### config.mk
export PLATFORM = sky130hd
export DESIGN_NAME = timer_compare_capture_unit
export DESIGN_NICKNAME = d
export VERILOG_FILES = /design/src/tcc_pkg.sv /design/src/pin_sampler.sv /design/src/timer_compare_capture_unit.sv
export SDC_FILE = /design/constraint.sdc
export NUM_CORES = 1
export LEC_CHECK = 0
export BUFFER_PORTS_ARGS = -buffer_cell sky130_fd_sc_hd__buf_2
export CORE_MARGIN = 2
export CORE_UTILIZATION = 45
export DETAILED_ROUTE_END_ITERATION = 10
export PLACE_DENSITY = 0.76
export SLEW_MARGIN = 20
export SYNTH_ARGS = -nofsm -noshare
export SYNTH_HDL_FRONTEND = slang
export SYNTH_HIERARCHICAL = 1
export SYNTH_SLANG_ARGS = --single-unit
### constraint.sdc
create_clock -name aclk -period 3.75 [get_ports aclk]
set_input_delay 0.5625 -clock aclk [delete_from_list [all_inputs] [get_ports aclk]]
set_output_delay 0.5625 -clock aclk [all_outputs]
set_load 0.02 [all_outputs]
### src/tcc_pkg.sv
// shared constants, types and bus carriers of the timer compare/capture unit
// assumes an axi4-lite master with 8-bit byte addresses and 32-bit data
package tcc_pkg;

	// register byte offsets
	localparam logic [7:0] OFF_CTRL    = 8'h00;
	localparam logic [7:0] OFF_ENABLE  = 8'h04;
	localparam logic [7:0] OFF_TIMER   = 8'h08;
	localparam logic [7:0] OFF_PORT    = 8'h0c;
	localparam logic [7:0] OFF_SHADOW  = 8'h10;
	localparam logic [7:0] OFF_FLAGS   = 8'h14;
	localparam logic [7:0] OFF_CH_BASE = 8'h20;
	localparam logic [7:0] CH_STRIDE   = 8'h08;
	localparam logic [7:0] OFF_HI      = 8'h04;

	// field positions of timer_control_reg
	localparam int CTRL_CMODE_BIT = 0;
	localparam int CTRL_EDGE_BIT  = 1;

	// reset values
	localparam logic [7:0]  CTRL_RST   = 8'h00;
	localparam logic [15:0] ENABLE_RST = 16'h0000;
	localparam logic        LATCH_RST  = 1'h1;
	localparam logic [15:0] CC_RST     = 16'h0000;

	// bus answers
	localparam logic [1:0] RESP_OKAY   = 2'h0;
	localparam logic [1:0] RESP_SLVERR = 2'h2;

	// per-channel function, two bits each in compare_capture_enable_reg
	typedef enum logic [1:0] {
		FN_OFF  = 2'h0,
		FN_CAP0 = 2'h1,
		FN_CMP  = 2'h2,
		FN_CAP1 = 2'h3
	} chan_fn_t;

	typedef enum logic [1:0] {
		WR_IDLE = 2'b01,
		WR_RESP = 2'b10
	} wr_state_t;

	typedef enum logic [1:0] {
		RD_IDLE = 2'b01,
		RD_RESP = 2'b10
	} rd_state_t;

	typedef struct packed {
		logic [7:0]  awaddr;
		logic        awvalid;
		logic [31:0] wdata;
		logic [3:0]  wstrb;
		logic        wvalid;
		logic        bready;
		logic [7:0]  araddr;
		logic        arvalid;
		logic        rready;
	} axil_req_t;

	typedef struct packed {
		logic        awready;
		logic        wready;
		logic        bvalid;
		logic [1:0]  bresp;
		logic        arready;
		logic        rvalid;
		logic [31:0] rdata;
		logic [1:0]  rresp;
	} axil_rsp_t;

endpackage : tcc_pkg

### src/pin_sampler.sv
// three-stage sampler of one port pin with level and edge recognition
// assumes the pin is asynchronous to aclk; one aclk cycle is one machine cycle
module pin_sampler #(
	parameter logic RESET_LEVEL = 1'h1
) (
	input  wire logic aclk,
	input  wire logic aresetn,
	input  wire logic pin_in,
	output logic      level,
	output logic      rise,
	output logic      fall
);

	logic [2:0] sync_q, sync_d;
	logic       level_q, level_d;
	logic       rise_q, rise_d;
	logic       fall_q, fall_d;

	// a change counts only once stages two and three agree; stage one feeds stage two alone
	always_comb begin
		sync_d  = {sync_q[1:0], pin_in};
		level_d = level_q;
		rise_d  = 1'b0;
		fall_d  = 1'b0;
		if (sync_q[1] == sync_q[2] && sync_q[2] != level_q) begin
			level_d = sync_q[2];
			rise_d  = sync_q[2];
			fall_d  = ~sync_q[2];
		end
	end

	always_ff @(posedge aclk) begin
		if (!aresetn) begin
			sync_q  <= {3{RESET_LEVEL}};
			level_q <= RESET_LEVEL;
			rise_q  <= 1'b0;
			fall_q  <= 1'b0;
		end else begin
			sync_q  <= sync_d;
			level_q <= level_d;
			rise_q  <= rise_d;
			fall_q  <= fall_d;
		end
	end

	assign level = level_q;
	assign rise  = rise_q;
	assign fall  = fall_q;

endmodule : pin_sampler

### src/timer_compare_capture_unit.sv
// compare/capture channels beside a 16-bit timer, registers over axi4-lite
// assumes the timer count and overflow pulse come from logic on aclk, one clock per machine cycle
//
// Implementation choices: register access over AXI4-Lite and the register addresses.
module timer_compare_capture_unit #(
	parameter int CH_COUNT = 4
) (
	input  wire logic               aclk,
	input  wire logic               aresetn,
	input  wire tcc_pkg::axil_req_t axi_req,
	output tcc_pkg::axil_rsp_t      axi_rsp,
	input  wire logic [15:0]        timer_count,
	input  wire logic               timer_overflow,
	input  wire logic [CH_COUNT-1:0] pin_in,
	output logic [CH_COUNT-1:0]     pin_out,
	output logic [CH_COUNT-1:0]     pin_oe_n,
	output logic [CH_COUNT-1:0]     ext_irq_flag
);

	generate
		if (CH_COUNT < 1 || CH_COUNT > 8) begin : g_bad_count
			$error("CH_COUNT must lie between 1 and 8");
		end
	endgenerate

	// channel register address decode, shared by read and write paths
	function automatic logic is_chan(input logic [7:0] a, input int i, input logic hi);
		int base;
		base = int'(tcc_pkg::OFF_CH_BASE) + i * int'(tcc_pkg::CH_STRIDE) + (hi ? int'(tcc_pkg::OFF_HI) : 0);
		return a == 8'(base);
	endfunction : is_chan

	// bus state
	tcc_pkg::wr_state_t wst_q, wst_d;
	tcc_pkg::rd_state_t rst_q, rst_d;
	tcc_pkg::axil_rsp_t rsp_q, rsp_d;
	logic [7:0]         awaddr_q, awaddr_d;
	logic [31:0]        wdata_q, wdata_d;
	logic [3:0]         wstrb_q, wstrb_d;
	logic               aw_have_q, aw_have_d;
	logic               w_have_q, w_have_d;
	logic               wr_en;
	logic               wr_ok;
	logic [31:0]        rd_data;
	logic               rd_ok;

	// block state
	logic [7:0]          ctrl_q, ctrl_d;
	logic [15:0]         enable_q, enable_d;
	logic [CH_COUNT-1:0] shadow_q, shadow_d;
	logic [CH_COUNT-1:0] outlat_q, outlat_d;
	logic [CH_COUNT-1:0] pin_out_q, pin_out_d;
	logic [CH_COUNT-1:0] oe_n_q, oe_n_d;
	logic [CH_COUNT-1:0] flag_q, flag_d;
	logic [CH_COUNT-1:0] irq_prev_q, irq_prev_d;
	logic [CH_COUNT-1:0] cap_pend_q, cap_pend_d;
	logic [15:0]         cc_q [CH_COUNT];
	logic [15:0]         cc_d [CH_COUNT];

	logic [CH_COUNT-1:0] pin_level, pin_rise, pin_fall;
	logic [CH_COUNT-1:0] cmp_act, irq_in;
	logic                edge_sel, cmode1;

	assign edge_sel = ctrl_q[tcc_pkg::CTRL_EDGE_BIT];
	assign cmode1   = ctrl_q[tcc_pkg::CTRL_CMODE_BIT];

	// one sampler per port bit; capture and pin reads both see the agreed level
	genvar g;
	generate
		for (g = 0; g < CH_COUNT; g++) begin : g_pin
			pin_sampler #(
				.RESET_LEVEL (tcc_pkg::LATCH_RST)
			) u_sampler (
				.aclk    (aclk),
				.aresetn (aresetn),
				.pin_in  (pin_in[g]),
				.level   (pin_level[g]),
				.rise    (pin_rise[g]),
				.fall    (pin_fall[g])
			);
			// active for the whole time count equals the register
			assign cmp_act[g] = (tcc_pkg::chan_fn_t'(enable_q[2*g +: 2]) == tcc_pkg::FN_CMP)
				&& (timer_count == cc_q[g]);
			// compare use cuts the pin from the interrupt input
			assign irq_in[g]  = cmp_act[g] | ((tcc_pkg::chan_fn_t'(enable_q[2*g +: 2]) != tcc_pkg::FN_CMP)
				& pin_level[g]);
		end
	endgenerate

	// write channel: address and data taken in either order, response after both
	always_comb begin
		wst_d     = wst_q;
		awaddr_d  = awaddr_q;
		wdata_d   = wdata_q;
		wstrb_d   = wstrb_q;
		aw_have_d = aw_have_q;
		w_have_d  = w_have_q;
		wr_en     = 1'b0;
		rsp_d     = rsp_q;
		if (axi_req.awvalid && rsp_q.awready) begin
			awaddr_d  = axi_req.awaddr;
			aw_have_d = 1'b1;
		end
		if (axi_req.wvalid && rsp_q.wready) begin
			wdata_d  = axi_req.wdata;
			wstrb_d  = axi_req.wstrb;
			w_have_d = 1'b1;
		end
		unique case (wst_q)
			tcc_pkg::WR_IDLE: begin
				if (aw_have_q && w_have_q) begin
					wr_en       = wr_ok;
					rsp_d.bvalid = 1'b1;
					rsp_d.bresp  = wr_ok ? tcc_pkg::RESP_OKAY : tcc_pkg::RESP_SLVERR;
					wst_d       = tcc_pkg::WR_RESP;
				end
			end
			tcc_pkg::WR_RESP: begin
				if (axi_req.bready) begin
					rsp_d.bvalid = 1'b0;
					aw_have_d    = 1'b0;
					w_have_d     = 1'b0;
					wst_d        = tcc_pkg::WR_IDLE;
				end
			end
		endcase
		rsp_d.awready = ~aw_have_d;
		rsp_d.wready  = ~w_have_d;
		// read channel: one read at a time, data registered
		rst_d = rst_q;
		unique case (rst_q)
			tcc_pkg::RD_IDLE: begin
				if (axi_req.arvalid && rsp_q.arready) begin
					rsp_d.rvalid = 1'b1;
					rsp_d.rdata  = rd_data;
					rsp_d.rresp  = rd_ok ? tcc_pkg::RESP_OKAY : tcc_pkg::RESP_SLVERR;
					rst_d        = tcc_pkg::RD_RESP;
				end
			end
			tcc_pkg::RD_RESP: begin
				if (axi_req.rready) begin
					rsp_d.rvalid = 1'b0;
					rst_d        = tcc_pkg::RD_IDLE;
				end
			end
		endcase
		rsp_d.arready = (rst_d == tcc_pkg::RD_IDLE);
	end

	always_ff @(posedge aclk) begin
		if (!aresetn) begin
			wst_q     <= tcc_pkg::WR_IDLE;
			rst_q     <= tcc_pkg::RD_IDLE;
			rsp_q     <= '{awready: 1'b1, wready: 1'b1, arready: 1'b1, default: '0};
			awaddr_q  <= 8'h00;
			wdata_q   <= 32'h0000_0000;
			wstrb_q   <= 4'h0;
			aw_have_q <= 1'b0;
			w_have_q  <= 1'b0;
		end else begin
			wst_q     <= wst_d;
			rst_q     <= rst_d;
			rsp_q     <= rsp_d;
			awaddr_q  <= awaddr_d;
			wdata_q   <= wdata_d;
			wstrb_q   <= wstrb_d;
			aw_have_q <= aw_have_d;
			w_have_q  <= w_have_d;
		end
	end

	// address decode for both directions; unmapped offsets answer slverr
	always_comb begin
		wr_ok   = (awaddr_q == tcc_pkg::OFF_CTRL) || (awaddr_q == tcc_pkg::OFF_ENABLE)
			|| (awaddr_q == tcc_pkg::OFF_PORT) || (awaddr_q == tcc_pkg::OFF_SHADOW)
			|| (awaddr_q == tcc_pkg::OFF_FLAGS);
		rd_ok   = 1'b1;
		rd_data = 32'h0000_0000;
		for (int i = 0; i < CH_COUNT; i++) begin
			if (is_chan(awaddr_q, i, 1'b0) || is_chan(awaddr_q, i, 1'b1)) begin
				wr_ok = 1'b1;
			end
		end
		if (axi_req.araddr == tcc_pkg::OFF_CTRL) begin
			rd_data[7:0] = ctrl_q;
		end else if (axi_req.araddr == tcc_pkg::OFF_ENABLE) begin
			rd_data[15:0] = enable_q;
		end else if (axi_req.araddr == tcc_pkg::OFF_TIMER) begin
			rd_data[15:0] = timer_count;
		end else if (axi_req.araddr == tcc_pkg::OFF_PORT) begin
			rd_data[CH_COUNT-1:0] = pin_level;
		end else if (axi_req.araddr == tcc_pkg::OFF_SHADOW) begin
			rd_data[CH_COUNT-1:0] = shadow_q;
		end else if (axi_req.araddr == tcc_pkg::OFF_FLAGS) begin
			rd_data[CH_COUNT-1:0] = flag_q;
		end else begin
			rd_ok = 1'b0;
		end
		for (int i = 0; i < CH_COUNT; i++) begin
			if (is_chan(axi_req.araddr, i, 1'b0)) begin
				rd_ok        = 1'b1;
				rd_data[7:0] = cc_q[i][7:0];
			end else if (is_chan(axi_req.araddr, i, 1'b1)) begin
				rd_ok        = 1'b1;
				rd_data[7:0] = cc_q[i][15:8];
			end
		end
	end

	// control, latches, flags and capture; registers hold one byte each in byte lane zero, except enable with two bytes in lanes zero and one
	always_comb begin
		logic              port_wr;
		tcc_pkg::chan_fn_t fn;
		logic              set;
		ctrl_d     = ctrl_q;
		enable_d   = enable_q;
		shadow_d   = shadow_q;
		outlat_d   = outlat_q;
		flag_d     = flag_q;
		irq_prev_d = irq_in;
		cap_pend_d = '0;
		pin_out_d  = pin_out_q;
		oe_n_d     = oe_n_q;
		port_wr    = wr_en && wstrb_q[0]
			&& (awaddr_q == tcc_pkg::OFF_PORT || awaddr_q == tcc_pkg::OFF_SHADOW);
		fn         = tcc_pkg::FN_OFF;
		set        = 1'b0;
		if (wr_en && wstrb_q[0] && awaddr_q == tcc_pkg::OFF_CTRL) begin
			ctrl_d = wdata_q[7:0];
		end
		if (wr_en && awaddr_q == tcc_pkg::OFF_ENABLE) begin
			if (wstrb_q[0]) enable_d[7:0] = wdata_q[7:0];
			if (wstrb_q[1]) enable_d[15:8] = wdata_q[15:8];
		end
		if (port_wr) begin
			shadow_d = wdata_q[CH_COUNT-1:0];
		end
		for (int i = 0; i < CH_COUNT; i++) begin
			fn    = tcc_pkg::chan_fn_t'(enable_q[2*i +: 2]);
			cc_d[i] = cc_q[i];
			// output latch per channel function
			if (fn == tcc_pkg::FN_CMP && cmode1) begin
				// transparent only while matching, so a write meanwhile reaches the pin
				if (cmp_act[i]) outlat_d[i] = shadow_d[i];
			end else if (fn == tcc_pkg::FN_CMP) begin
				if (cmp_act[i]) begin
					outlat_d[i] = 1'b1;
				end else if (timer_overflow) begin
					outlat_d[i] = 1'b0;
				end
			end else begin
				outlat_d[i] = shadow_d[i];
			end
			// compare drives both levels; otherwise the pin is pulled high unless latch is zero
			pin_out_d[i] = outlat_d[i];
			oe_n_d[i]    = (fn == tcc_pkg::FN_CMP) ? 1'b0 : shadow_d[i];
			// interrupt edge; channel zero alone has a selectable edge
			if (i == 0) begin
				set = edge_sel ? (irq_in[i] & ~irq_prev_q[i]) : (~irq_in[i] & irq_prev_q[i]);
			end else begin
				set = irq_in[i] & ~irq_prev_q[i];
			end
			// a clear in the same cycle as an event loses to the event
			if (wr_en && wstrb_q[0] && awaddr_q == tcc_pkg::OFF_FLAGS && wdata_q[i]) begin
				flag_d[i] = 1'b0;
			end
			if (set) begin
				flag_d[i] = 1'b1;
			end
			// capture triggers, taken one cycle after the event
			if (fn == tcc_pkg::FN_CAP0) begin
				if (i == 0) begin
					cap_pend_d[i] = edge_sel ? pin_rise[i] : pin_fall[i];
				end else begin
					cap_pend_d[i] = pin_rise[i];
				end
			end else if (fn == tcc_pkg::FN_CAP1) begin
				cap_pend_d[i] = wr_en && is_chan(awaddr_q, i, 1'b0);
			end
			if (wr_en && wstrb_q[0] && is_chan(awaddr_q, i, 1'b0)) begin
				cc_d[i][7:0] = wdata_q[7:0];
			end
			if (wr_en && wstrb_q[0] && is_chan(awaddr_q, i, 1'b1)) begin
				cc_d[i][15:8] = wdata_q[7:0];
			end
			if (cap_pend_q[i]) begin
				cc_d[i] = timer_count;
			end
		end
	end

	always_ff @(posedge aclk) begin
		if (!aresetn) begin
			ctrl_q     <= tcc_pkg::CTRL_RST;
			enable_q   <= tcc_pkg::ENABLE_RST;
			shadow_q   <= {CH_COUNT{tcc_pkg::LATCH_RST}};
			outlat_q   <= {CH_COUNT{tcc_pkg::LATCH_RST}};
			pin_out_q  <= {CH_COUNT{tcc_pkg::LATCH_RST}};
			oe_n_q     <= {CH_COUNT{tcc_pkg::LATCH_RST}};
			flag_q     <= '0;
			irq_prev_q <= {CH_COUNT{tcc_pkg::LATCH_RST}};
			cap_pend_q <= '0;
			for (int i = 0; i < CH_COUNT; i++) begin
				cc_q[i] <= tcc_pkg::CC_RST;
			end
		end else begin
			ctrl_q     <= ctrl_d;
			enable_q   <= enable_d;
			shadow_q   <= shadow_d;
			outlat_q   <= outlat_d;
			pin_out_q  <= pin_out_d;
			oe_n_q     <= oe_n_d;
			flag_q     <= flag_d;
			irq_prev_q <= irq_prev_d;
			cap_pend_q <= cap_pend_d;
			for (int i = 0; i < CH_COUNT; i++) begin
				cc_q[i] <= cc_d[i];
			end
		end
	end

	assign axi_rsp      = rsp_q;
	assign pin_out      = pin_out_q;
	assign pin_oe_n     = oe_n_q;
	assign ext_irq_flag = flag_q;

endmodule : timer_compare_capture_unit
After elaboration in Yosys (flattened, before gate mapping):

Memory sizes are Yosys's and may differ from the RTL's.
Cells that the tools add are included.
Widths: inputs -> output; s select.

* bits in registers: 126
* bits in writable memories: 64
* input bits: 80
* output and inout port bits: 53
* memories: 1

Memories
* cc_q: words 4, bits a word 16, read ports 4, clocked after memory_dff 0, write ports 4, RTL line timer_compare_capture_unit.sv:57 `logic [15:0] cc_q [CH_COUNT];`

* equality and inequality tests: 70
* muxes and demuxes: 114
* bitwise logic cells: 25
* reduce and logical (&&, ||, !) cells: 66

Operators with widths (number)
* $mux 16: 9
* $mux 8: 18
* $eq 8x6->1 const B: 16
* $mux 1: 69
* $eq 16x16->1: 4
* $logic_and 1x1->1: 37
* $mux 35: 1
* $eq 8x5->1 const B: 4
* $reduce_and 2->1: 14
* $eq 8x4->1 const B: 3
* $ne 2x2->1 const B: 12
* $eq 2x2->1 const B: 10
* $mux 4: 5
* $eq 8x3->1 const B: 2
* $logic_not 8->1: 2
* $eq 2x1->1 const B: 7
* $mux 12: 1
* $mux 2: 6
* $ne 3x3->1 const B: 4
* $and 1x1->1: 9
* $logic_or 1x1->1: 9
* $not 1->1: 8
* $or 1x1->1: 8
* $pmux 2 s2: 2
* 5 further kinds: 15

Logic depth before layout (Yosys ltp):

* depth in word-level cells: 18
* gate-level depth with buffers: 9
* mapped depth without buffers: 5

Modules after synthesis:

Netlist, hierarchy kept.

By module, submodules not included
* timer_compare_capture_unit: times used 1, cells each 1103, area each 9369.0 um2, sequential area each 3343.2 um2
* pin_sampler: times used 4, cells each 14, area each 182.7 um2, sequential area each 120.1 um2

Worst setup path after synthesis:

No wires, ideal clock.

* path type: input -> register
* start: input timer_count[7]
* end: register pin_out_q[0], in the netlist pin_out[0]
* library setup time: 0.122 ns
* data arrival time: 1.938 ns
* data required time: 3.628 ns
* setup slack: 1.690 ns
* stages: 6
* path buffers: 1
* cells stage by stage: clkbuf_1 -> xor2_1 -> nor4_1 -> nand3_1 -> or2_2 -> o311a_1

* cells in the longest elaborated chain, start to end: 5
* elaborated cells between the ends (all ways): 8

RTL lines
* start: declaration: RTL line timer_compare_capture_unit.sv:12 `input wire logic [15:0] timer_count,`
* $eq 16x16->1 *: RTL line timer_compare_capture_unit.sv:83 `&& (timer_count == cc_q[g]);`
* $logic_and 1x1->1 *: RTL line timer_compare_capture_unit.sv:83
* $mux 1: RTL line timer_compare_capture_unit.sv:246 `if (cmp_act[i]) begin`
* $mux 1: RTL line timer_compare_capture_unit.sv:245 `end else if (fn == tcc_pkg::FN_CMP) begin`
* $mux 1: RTL line timer_compare_capture_unit.sv:242 `if (fn == tcc_pkg::FN_CMP && cmode1) begin`
* end signal: assignment: RTL line timer_compare_capture_unit.sv:298 `pin_out_q <= {CH_COUNT{tcc_pkg::LATCH_RST}};`
* end signal: assignment: RTL line timer_compare_capture_unit.sv:311 `pin_out_q <= pin_out_d;`
* end: declaration: RTL line timer_compare_capture_unit.sv:52 `logic [CH_COUNT-1:0] pin_out_q, pin_out_d;`

Every way passes the cells marked *; elsewhere a longest branch is shown, timed or not.
A chain may end at the register's enable or synchronous reset.

Worst setup path after layout:

* start: register awaddr_q[4]
* end: register pin_out_q[0], in the netlist pin_out[0]

* cells in the longest elaborated chain, start to end: 16
* elaborated cells between the ends (all ways): 34

RTL lines
* start: declaration: RTL line timer_compare_capture_unit.sv:37 `logic [7:0] awaddr_q, awaddr_d;`
* start signal: assignment: RTL line timer_compare_capture_unit.sv:164 `awaddr_q <= awaddr_d;`
* $eq 8x3->1 or $logic_not 8->1 (tied branches): RTL line timer_compare_capture_unit.sv:174 `wr_ok = (awaddr_q == tcc_pkg::OFF_CTRL) || (awaddr_q == tcc_pkg::OFF_ENABLE)`
* $logic_or 1x1->1: RTL line timer_compare_capture_unit.sv:174
* $logic_or 1x1->1 (2 in a row): RTL line timer_compare_capture_unit.sv:175 `|| (awaddr_q == tcc_pkg::OFF_PORT) || (awaddr_q == tcc_pkg::OFF_SHADOW)`
* $logic_or 1x1->1: RTL line timer_compare_capture_unit.sv:176 `|| (awaddr_q == tcc_pkg::OFF_FLAGS);`
* $mux 1 (4 in a row): RTL line timer_compare_capture_unit.sv:180 `if (is_chan(awaddr_q, i, 1'b0) || is_chan(awaddr_q, i, 1'b1)) begin`
* $mux 1: RTL line timer_compare_capture_unit.sv:111 `if (aw_have_q && w_have_q) begin`
* $mux 1: RTL line timer_compare_capture_unit.sv:109 `unique case (wst_q)`
* $logic_and 1x1->1: RTL line timer_compare_capture_unit.sv:224 `port_wr = wr_en && wstrb_q[0]`
* $logic_and 1x1->1 *: RTL line timer_compare_capture_unit.sv:225 `&& (awaddr_q == tcc_pkg::OFF_PORT || awaddr_q == tcc_pkg::OFF_SHADOW);`
* $mux 4 *: RTL line timer_compare_capture_unit.sv:235 `if (port_wr) begin`
* $mux 1, on equally long branches: RTL line timer_compare_capture_unit.sv:245, timer_compare_capture_unit.sv:244
* $mux 1 *: RTL line timer_compare_capture_unit.sv:242

Every way passes the cells marked *; elsewhere a longest branch is shown, timed or not. The select of a mux whose other input is x is not followed.

==> metrics <==
CTS sink count 188; die height 153.1 um; I/O pin total 133; Max Root-Sink Buffers 2; crit path max fanout 12; Synth Instances 1,153; # port buffers 96; Worst EP arrival 2.79 ns; vias 8,839; Fill cells 2,037; synthesized area 0.01000 sq mm; setup repair bufs after CTS 0; most common cell after layout, fill and taps aside dfxtp_1; Reg-to-Reg Start awaddr_q[4]$_SDFFE_PN0P_; worst min-delay path class in -> reg; Hold Crit Start pin_in[3]; setup TNS 0 ns; P per Cell Area 391.1 mW/mm^2; Worst-Skew Late Latency 0.44 ns; Die Area 0.02344 sq mm; RSZ-0062 raised after global routing no; P&R area growth vs syn 11.06%; H-tree depth 4; Int Power 3.102 mW; Ant. Diodes 0; Tcrit/Tclk final 66.01%; CTS clk-pin slew, worst paths 0.08 ns; Hold Path End g_pin[3].u_sampler/sync_q[0]$_SDFF_PN1_; # Max-Cap Violations 0; Tmin final 2.476 ns; row cnt 54; post_cts resized 0; Switching Share 28.60%; Leak Pwr 4.385 nW; worst ir drop on vdd 277.7 uV; Final #Nets 1,268; Switch Pwr 1.242 mW; Hold Vio Cnt, Final 0; CTS root buf clkbuf_16; GRT Total Usage 26.27%; placed cell count 1,449; R2R setup slack 1.27 ns; first drt pass iteration count 5; Setup-failing EPs final 0; largest net degree at the start of global routing 69; Total Routed Length 31,230 um; CP endpoint kind register; multi-input logic area 0.005762 sq mm; R2R Path End pin_out[0]$_SDFFE_PN1P_; Setup Skew 0.01158 ns; CTS tree done; Ys Warns 6; Slew headroom 36.44%; final max-slew violation count 0; Num CTS Buffers 17; post-cts hold buffer count 0; Comb pwr share 10.9%; Initial DRC Count 891; outcome completed; clock network fraction of total power 40.3%; Detail Route Antenna Nets 0; Wirelength per Cell 21.09 um; Worst Max-Slew Pin Slew 0.9524 ns; fraction of power consumed by sequential logic 48.8%; Worst Hold Depth 2; hpwl dp 22,140 um; Layout Cells excl Fill 1,481; initial core utilization 45.83%; Vias/cell 5.968; vias in the first global route 8,108; Final GP Congestion 1.032; Remaining Overflow, GRT 0; register area 0.003764 sq mm; Max Clk Rate 0.4040 GHz; fraction of layout cells with a size suffix above 1 14.82%; worst r2r path cells 5; commonest cells after routing, fill and taps aside dfxtp_1 (188), mux2i_1 (105), nand2_1 (104); Worst Path Required 4.07 ns; crit start category register; first-pass GRT wire length 47,910 um; syn_area_per_cell 8.675 sq um; Die W 153.1 um; initial antenna violation count 0; core footprint 0.02182 sq mm; Worst Setup Path Type reg -> reg; DRC Markers 0
## layout make-up
type,instances,share of cell area [%]
clock inverters,14,1.171
clock buffers,18,3.954
well taps,280,3.154
inverters,14,0.4731
repair buffers,108,5.497
multi-input cells,859,51.87
flip-flops and latches,188,33.88
## critical path: stages (launching register included)
cell and delay (ns):
dfxtp_1 0.68, nor3b_1 0.25, o2111a_1 0.54, mux2i_1 0.43
inv_1 0.09, o311a_1 0.36
## routing by layer
metal  vias to the layer above  wire (um)  GRT usage (%)
li1                       4153          -              -
met4                         0       1340          11.77
met2                       413      14480          42.03
met5                         -          0              0
met1                      4199      13130          35.09
met3                        74       2289          4.054
## metrics by stage
| stage | hold WS (ns) | utilization (%) | area (sq um) | power [mW] | worst slack (ns) |
|---|---|---|---|---|---|
| detailed placement | 0.3909 | 48.29 | 10540 | 2.627 | 1.168 |
| global placement | 0.3923 | 48.29 | 10540 | 2.619 | 1.144 |
| finish | 0.2982 | 50.90 | 11110 | 4.344 | 1.274 |
| CTS | 0.2957 | 50.90 | 11110 | 4.344 | 1.275 |
| floorplan | 0.3863 | - | 10070 | 2.465 | 1.690 |
| global route | 0.2900 | 50.90 | 11110 | 4.486 | 1.160 |
## worst max path at each step
| stage | from | end | slack, ns | cells after the start |
|---|---|---|---|---|
| 6_report | awaddr_q[4]$_SDFFE_PN0P_ | pin_out[0]$_SDFFE_PN1P_ | 1.27 | 5 |
| 5_1_grt | awaddr_q[4]$_SDFFE_PN0P_ | pin_out[0]$_SDFFE_PN1P_ | 1.16 | 5 |
| 4_1_cts | awaddr_q[4]$_SDFFE_PN0P_ | pin_out[0]$_SDFFE_PN1P_ | 1.28 | 5 |
| 3_5_place_dp | axi_req[4] | axi_rsp[8]$_SDFFE_PN0P_ | 1.17 | 6 |
| 3_3_place_gp | axi_req[4] | axi_rsp[8]$_SDFFE_PN0P_ | 1.14 | 6 |
| 2_1_floorplan | timer_count[7] | pin_out[0]$_SDFFE_PN1P_ | 1.69 | 6 |
## state kept, by name, summed over array words and instances, names as in the netlist
register                cells
g_pin.u_sampler/sync_q     12
g_pin.u_sampler/level       4
ext_irq_flag                4
shadow_q                    4
wdata_q                    16
axi_rsp                    23
rst_q                       2
irq_prev_q                  4
wstrb_q                     2
awaddr_q                    8
w_have_q                    1
pin_out                     4
cap_pend_q                  4
ctrl_q                      8
wst_q                       2
pin_oe_n                    4
enable_q                   16
g_pin.u_sampler/fall        1
cc_q                       64
aw_have_q                   1
g_pin.u_sampler/rise        4
## power groups by stage
stage	Sequential [mW]	Combinational [mW]	Clock, mW
finish	2.12	0.473	1.75
global route	2.12	0.512	1.85
CTS	2.12	0.467	1.76
detailed placement	2.16	0.466	0
global placement	2.16	0.459	0
floorplan	2.14	0.323	0
Power figures use the tool's default switching activity.
